## config.mk

```make
export PLATFORM = sky130hd
export DESIGN_NAME = core_control
export DESIGN_NICKNAME = d
export VERILOG_FILES = /design/src/logic/core_control_pkg.sv /design/src/logic/core_control.sv /design/src/logic/sync_stage.sv
export VERILOG_INCLUDE_DIRS = /design/src /design/src/logic
export SDC_FILE = /design/constraint.sdc
export NUM_CORES = 1
export LEC_CHECK = 0
export BUFFER_PORTS_ARGS = -buffer_cell sky130_fd_sc_hd__buf_2
export CAP_MARGIN = 20
export CORE_MARGIN = 10
export CORE_UTILIZATION = 39
export DETAILED_ROUTE_END_ITERATION = 8
export PLACE_DENSITY_LB_ADDON = 0.12
export SETUP_SLACK_MARGIN = 0.3
export SLEW_MARGIN = 20
export SYNTH_ARGS = -nofsm -noshare
export SYNTH_HDL_FRONTEND = slang
export SYNTH_SLANG_ARGS = --single-unit
```

## constraint.sdc

```tcl
create_clock -name clock -period 1.72 [get_ports clock]
set_clock_uncertainty 0.15 [all_clocks]
set_input_delay 0.086 -clock clock [delete_from_list [all_inputs] [get_ports clock]]
set_output_delay 0.086 -clock clock [all_outputs]
set_load 0.01 [all_outputs]
```

## src/logic/core_control_map.svh

```systemverilog
// Purpose: offsets, field positions, reset values and timing counts of the core control slice
// Assumes: byte addressed avalon slave, one 32-bit word per register
// Notes:   the bit map numbers bits msb-first (bit 31 is the lsb); positions here are lsb-based
`ifndef CORE_CONTROL_MAP_SVH
`define CORE_CONTROL_MAP_SVH

// register byte offsets
`define CORE_CONTROL_OFS   4'h0
`define ENGINE_STATUS_OFS  4'h4

// core_control fields (msb-first bit n sits at lsb position 31-n)
`define BIT_INIT           0
`define BIT_CFG_CHANGE     1
`define BIT_RESTRICTED     2
`define BIT_STOP_ACK       3
`define BIT_STOP_REQ       4

// engine_status fields
`define BIT_ENGINE_IDLE    0
`define BIT_INIT_PENDING   1

// reset values
`define INIT_RESET         1'h1
`define CFG_CHANGE_RESET   1'h0
`define RESTRICTED_RESET   1'h0
`define STOP_REQ_RESET     1'h0
`define STOP_ACK_RESET     1'h0

// flip-flops in each crossing back from the protocol engine
`define SYNC_STAGES        2

`endif

```

## src/logic/core_control_pkg.sv

```systemverilog
// Purpose: types of the core control slice
// Assumes: constants come from core_control_map.svh
// Notes:   bus state is one-hot
package core_control_pkg;

   typedef enum logic [1:0] {
      BUS_IDLE   = 2'b01,
      BUS_ANSWER = 2'b10
   } bus_state_type;

   typedef struct packed {
      bus_state_type bus;
      logic          waitrequest;
      logic [31:0]   readdata;
      logic          init;
      logic          config_change_enable;
      logic          restricted_op_enable;
      logic          clock_stop_request;
      logic          clock_stop_ack;
      logic          config_access;
   } core_state_type;

endpackage : core_control_pkg

```

## src/logic/core_control.sv

```systemverilog
// Purpose: mode-control slice of a can controller core control register
// Assumes: avalon-mm slave with waitrequest, protocol engine in another clock domain
// Notes:   init readback comes back through the engine crossing and so lags a write
//
// The placing of the registers and the Avalon-MM interface to the registers were decided locally.
`timescale 1ns/1ps
`include "core_control_map.svh"
module core_control (
   // clock and reset
   input  wire logic        clock,
   input  wire logic        rst,
   // avalon-mm slave
   input  wire logic [3:0]  address,
   input  wire logic        read,
   input  wire logic        write,
   input  wire logic [3:0]  byteenable,
   input  wire logic [31:0] writedata,
   output logic [31:0]      readdata,
   output logic             waitrequest,
   // protocol engine side
   input  wire logic        engine_idle,
   input  wire logic        engine_init_ack,
   output logic             init_request,
   output logic             config_access,
   output logic             restricted_op,
   output logic             clock_stop_ack
);
   import core_control_pkg::*;

   core_state_type s_q;
   core_state_type s_d;
   logic           idle_s;
   logic           init_ack_s;
   logic           accept;
   logic           wr_ctl;
   logic [31:0]    read_value;

   // engine idle comes from a pin in another domain
   sync_stage #(.RESET_VAL(1'b0)) idle_sync (
      .clock     (clock),
      .rst       (rst),
      .level_in  (engine_idle),
      .level_out (idle_s)
   );

   // init as taken by the engine, returned across the crossing
   sync_stage #(.RESET_VAL(`INIT_RESET)) init_sync (
      .clock     (clock),
      .rst       (rst),
      .level_in  (engine_init_ack),
      .level_out (init_ack_s)
   );

   always_comb begin
      read_value = 32'h0000_0000;
      case (address)
         `CORE_CONTROL_OFS: begin
            read_value[`BIT_INIT] = init_ack_s;
            read_value[`BIT_CFG_CHANGE] = s_q.config_change_enable;
            read_value[`BIT_RESTRICTED] = s_q.restricted_op_enable;
            read_value[`BIT_STOP_ACK]   = s_q.clock_stop_ack;
            read_value[`BIT_STOP_REQ]   = s_q.clock_stop_request;
         end
         `ENGINE_STATUS_OFS: begin
            read_value[`BIT_ENGINE_IDLE]  = idle_s;
            read_value[`BIT_INIT_PENDING] = s_q.init ^ init_ack_s;
         end
         default: read_value = 32'h0000_0000;
      endcase
   end

   assign accept = (read | write) & (s_q.bus == BUS_ANSWER);
   assign wr_ctl = write & accept & (address == `CORE_CONTROL_OFS) & byteenable[0];

   always_comb begin
      s_d = s_q;
      // one wait cycle per access; write and read data land at the low-waitrequest edge
      case (s_q.bus)
         BUS_IDLE: begin
            if (read | write) begin
               s_d.bus         = BUS_ANSWER;
               s_d.waitrequest = 1'b0;
               s_d.readdata    = read ? read_value : 32'h0000_0000;
            end
         end
         BUS_ANSWER: begin
            s_d.bus         = BUS_IDLE;
            s_d.waitrequest = 1'b1;
         end
         default: begin
            s_d.bus         = BUS_IDLE;
            s_d.waitrequest = 1'b1;
         end
      endcase
      if (wr_ctl) begin
         // a new init value is dropped while the last one is still crossing
         if (s_q.init == init_ack_s) begin
            s_d.init = writedata[`BIT_INIT];
         end
         if (init_ack_s) begin
            s_d.config_change_enable = writedata[`BIT_CFG_CHANGE];
         end
         if (!writedata[`BIT_RESTRICTED]) begin
            s_d.restricted_op_enable = 1'b0;
         end else if (s_q.config_change_enable && init_ack_s) begin
            s_d.restricted_op_enable = 1'b1;
         end
         s_d.clock_stop_request = writedata[`BIT_STOP_REQ];
      end
      // leaving init closes the protection window
      if (!init_ack_s) begin
         s_d.config_change_enable = 1'b0;
      end
      // acknowledge only once the engine is idle, withdrawn with the request
      if (!s_q.clock_stop_request) begin
         s_d.clock_stop_ack = 1'b0;
      end else if (idle_s) begin
         s_d.clock_stop_ack = 1'b1;
      end
      s_d.config_access = s_q.config_change_enable & init_ack_s;
   end

   always_ff @(posedge clock) begin
      if (rst) begin
         s_q.bus                  <= BUS_IDLE;
         s_q.waitrequest          <= 1'b1;
         s_q.readdata             <= 32'h0000_0000;
         s_q.init                 <= `INIT_RESET;
         s_q.config_change_enable <= `CFG_CHANGE_RESET;
         s_q.restricted_op_enable <= `RESTRICTED_RESET;
         s_q.clock_stop_request   <= `STOP_REQ_RESET;
         s_q.clock_stop_ack       <= `STOP_ACK_RESET;
         s_q.config_access        <= 1'b0;
      end else begin
         s_q <= s_d;
      end
   end

   assign readdata       = s_q.readdata;
   assign waitrequest    = s_q.waitrequest;
   assign init_request   = s_q.init;
   assign config_access  = s_q.config_access;
   assign restricted_op  = s_q.restricted_op_enable;
   assign clock_stop_ack = s_q.clock_stop_ack;
endmodule : core_control

```

## src/logic/sync_stage.sv

```systemverilog
// Purpose: two flip-flop synchroniser for single-bit levels
// Assumes: input is a level, stable for at least two clocks
// Notes:   first stage feeds only the second stage
`timescale 1ns/1ps
module sync_stage #(
   parameter logic RESET_VAL = 1'b0
) (
   // clock and reset
   input  wire logic clock,
   input  wire logic rst,
   // level
   input  wire logic level_in,
   output logic      level_out
);

   logic meta_q;

   always_ff @(posedge clock) begin
      if (rst) begin
         meta_q    <= RESET_VAL;
         level_out <= RESET_VAL;
      end else begin
         meta_q    <= level_in;
         level_out <= meta_q;
      end
   end

endmodule : sync_stage

```

==> flow_metrics.tcl <==
set metrics [dict create \
    io_pins 83 \
    hp-class "in -> reg" \
    slew-limit-headroom_pct 66.6 \
    post_synth_inst_count 101 \
    reg2reg_path_depth 3 \
    via_count_of_the_first_global_routing_pass 746 \
    starting_utilization_of_the_core_area_pct 41.0 \
    dieHeight_um 68.2 \
    drtIter0Drc 20 \
    synthAdderAreaFrac_pct 0 \
    wire_length_reported_by_the_detailed_router_um 2220 \
    diodes 0 \
    worst_hold_startpoint "writedata[0]" \
    critical_path.reg2reg.endpoint "init_request$_SDFFE_PP1P_" \
    yosys_register_bits 17 \
    antenna_violating_nets_post_route 0 \
    hold_slack_ns -0.00655 \
    powerDensity_mw_per_mm2 719 \
    min_period_over_period_pct 78.2 \
    drv_slew 0 \
    clock_tree.root_cell "clkbuf_4" \
    drtPass1Iterations 4 \
    globalRouteOverflowTotal 0 \
    synth.cell_area_um2 906 \
    critical_path.startpoint_type "primary input" \
    synthXorXnorAreaFrac_pct 0.967 \
    tritoncts "built" \
    synth.area.mux_share_pct 0 \
    floorplan_die_area_mm2 0.00465 \
    synth_top_family_by_area "buffers and inverters" \
    violations_in_the_final_reports "negative hold slack" \
    preCtsSetupSlack_ns 0.340 \
    yosys_warnings 0 \
    required_ns 1.75 \
    syn_to_final_growth_pct 14.5 \
    drt-wirelength-per-cell_um 13.9 \
    yosysUniqueCellTypes 28 \
    drv_cap 0 \
    synthesis.area_per_instance_um2 8.97 \
    drcViolationCount 0 \
    worst_r2r_startpoint "s_q[39]$_SDFFE_PP1P_" \
    cts.sinks 17 \
    outcome "complete, but fails checks" \
    leakagePower_nw 0.494 \
    fin_worst_setup_slack_ns 0.375 \
    synth_simple_gate_area_share_pct 20.2 \
    numPortBuffers 24 \
    total_of_endpoints_with_negative_setup_slack_in_the_final_report 0 \
    cpPeakStageDelay_ns 0.54 \
    critical_path.most_common_cell "dlygate4sd3_1" \
    hold-path-endpoint "init_request$_SDFFE_PP1P_" \
    layout-drive-gt1-share_pct 24.4 \
    cp.arrival_ns 1.38 \
    ctsHtreeMaxLevel 1 \
    antenna_found_initial 0 \
    final_critical_period_ns 1.35 \
    groute.usage.overall_pct 9.11 \
    critPathKind "in -> reg" \
    place.detailed.hpwl_um 1720 \
    ir_drop_mv 0.383 \
    cts.clk_slew.worst_paths_ns 0.10 \
    finalSetupTns_ns 0 \
    yosys.area.top_type "dfxtp_1" \
    clock_latency_ns 0.29 \
    grt_max_degree 10 \
    share_of_the_synthesized_area_in_the_top_cell_type_pct 37.6 \
    gp_congestion 0.757 \
    critical_path_cell_list "dlygate4sd3_1, buf_2, nor2b_1, dlygate4sd3_1" \
    final_net_count 178 \
    clockBufferDepth 2 \
    slowest_stage "dlygate4sd3_1" \
    global_route_wire_length_before_repair_um 3270 \
    r2r_setup_slack_ns 0.49 \
    critPathMaxFanout 1 \
    cts-buffers-inserted 3 \
    synth.top_cells.by_area "dfxtp_1, buf_4, nand3_1, o21ai_0, a21oi_1" \
    worst_slew_pin_slew_ns 0.498 \
    hold_violations 1 \
    achievable_freq_ghz 0.743 \
    die_width_um 68.2 \
    std_cell_rows 17 \
    critical_path.endpoint_type "register" \
    vias 712 \
    final_common_cell "conb_1" \
    cts_resized 0 \
    min_path_cells 3 \
    core_area_mm2 0.00221 \
    layout.cells.most_common_list "conb_1, buf_2, dfxtp_1" \
    ys_seq_area_share_pct 37.6 \
    mean_number_of_vias_per_cell 4.48 \
    grt_setup_unrepaired "false" \
    synth_compound_gate_area_share_pct 12.3 \
]
-- state kept, by name, summed over array words and instances (netlist names) --
register             count
restricted_op            1
idle_sync.meta_q         1
s_q                      4
config_access            1
idle_sync.level_out      1
init_sync.meta_q         1
init_request             1
clock_stop_ack           1
readdata                 5
init_sync.level_out      1
-- how the worst max path moves through the flow --
stage / startpoint / endpoint / slack, ns / depth (start not counted)
after global routing: engine_idle / idle_sync.meta_q$_SDFF_PP0_ / 0.36 / 4
after CTS: engine_idle / idle_sync.meta_q$_SDFF_PP0_ / 0.39 / 4
after detailed placement: address[3] / init_request$_SDFFE_PP1P_ / 0.34 / 4
after global placement: address[3] / init_request$_SDFFE_PP1P_ / 0.35 / 4
after floorplan: s_q[39]$_SDFFE_PP1P_ / readdata[1]$_SDFFE_PP0P_ / 0.49 / 4
final: engine_idle / idle_sync.meta_q$_SDFF_PP0_ / 0.37 / 4
-- power by group --
group	switching (mW)	internal [mW]
combinational	0.0740	0.0441
sequential	0.00855	0.405
clock	0.124	0.0900
-- critical path: cells and delay by family --
family                 cells  cell delay, ns
buffers and inverters      3            1.18
and+or+nand+nor            1            0.11
-- cells in the mapped netlist --
library cell / number
nor2_1: 1
nand4b_1: 1
nor2b_1: 2
o21ai_0: 7
dfxtp_1: 17
and4b_1: 1
conb_1: 1
clkbuf_1: 2
and3b_1: 1
nor4_4: 1
nand3_1: 7
nand2b_1: 1
nand4_1: 2
and3_1: 1
a21oi_1: 6
buf_4: 32
nor3_1: 3
o31ai_1: 1
a211oi_1: 1
xor2_1: 1
or4_4: 1
or2_2: 2
a31oi_1: 2
inv_1: 3
o211a_1: 1
or3_1: 1
nor4_2: 1
a41oi_1: 1
-- per-stage QoR --
stage	util (%)	total power [mW]	cells	instance area, µm²	hold WS (ns)
after floorplan	-	0.528	127	1000	0.00761
after global placement	41.2	0.517	145	911	0.118
after detailed placement	41.2	0.519	145	911	0.122
after CTS	46.9	0.752	159	1040	0.00194
after global routing	46.9	0.780	159	1040	0.00530
final	46.9	0.746	159	1040	-0.00655
-- routing by layer --
layer	vias to the layer above	GRT usage (%)	part of all wire, %	wire length, µm
li1	353	-	-	-
met1	325	9.64	38	844
met2	32	15.5	50	1110
met3	2	3.10	11	236
met4	0	5.28	1.3	28
met5	-	0	0	0
-- logic make-up (layout without fill, tap and decap cells) --
| logic type | Yosys count | in the layout |
|---|---|---|
| buffers and inverters | 37 | 41 |
| and+or+nand+nor | 26 | 26 |
| AOI/OAI and AO/OA | 19 | 19 |
| DFF | 17 | 17 |
| other | 1 | 27 |
| xor gates and xnor gates | 1 | 1 |
-- cell type report --
class | count | area, µm²
multi-input cells | 73 | 404
inverters | 3 | 11.3
flip-flops and latches | 17 | 340
fillers | 243 | 1170
repair buffers | 34 | 220
well taps | 28 | 35.0
clock buffers | 4 | 26.3
-- what timing repair did --
| action | 4_1_cts | 5_1_grt |
|---|---|---|
| hold buffers | 10 | 0 |
| endpoints found under the hold margin | 11 | 0 |
| setup buffers | 0 | 0 |
(Power assumes the default switching activity.)
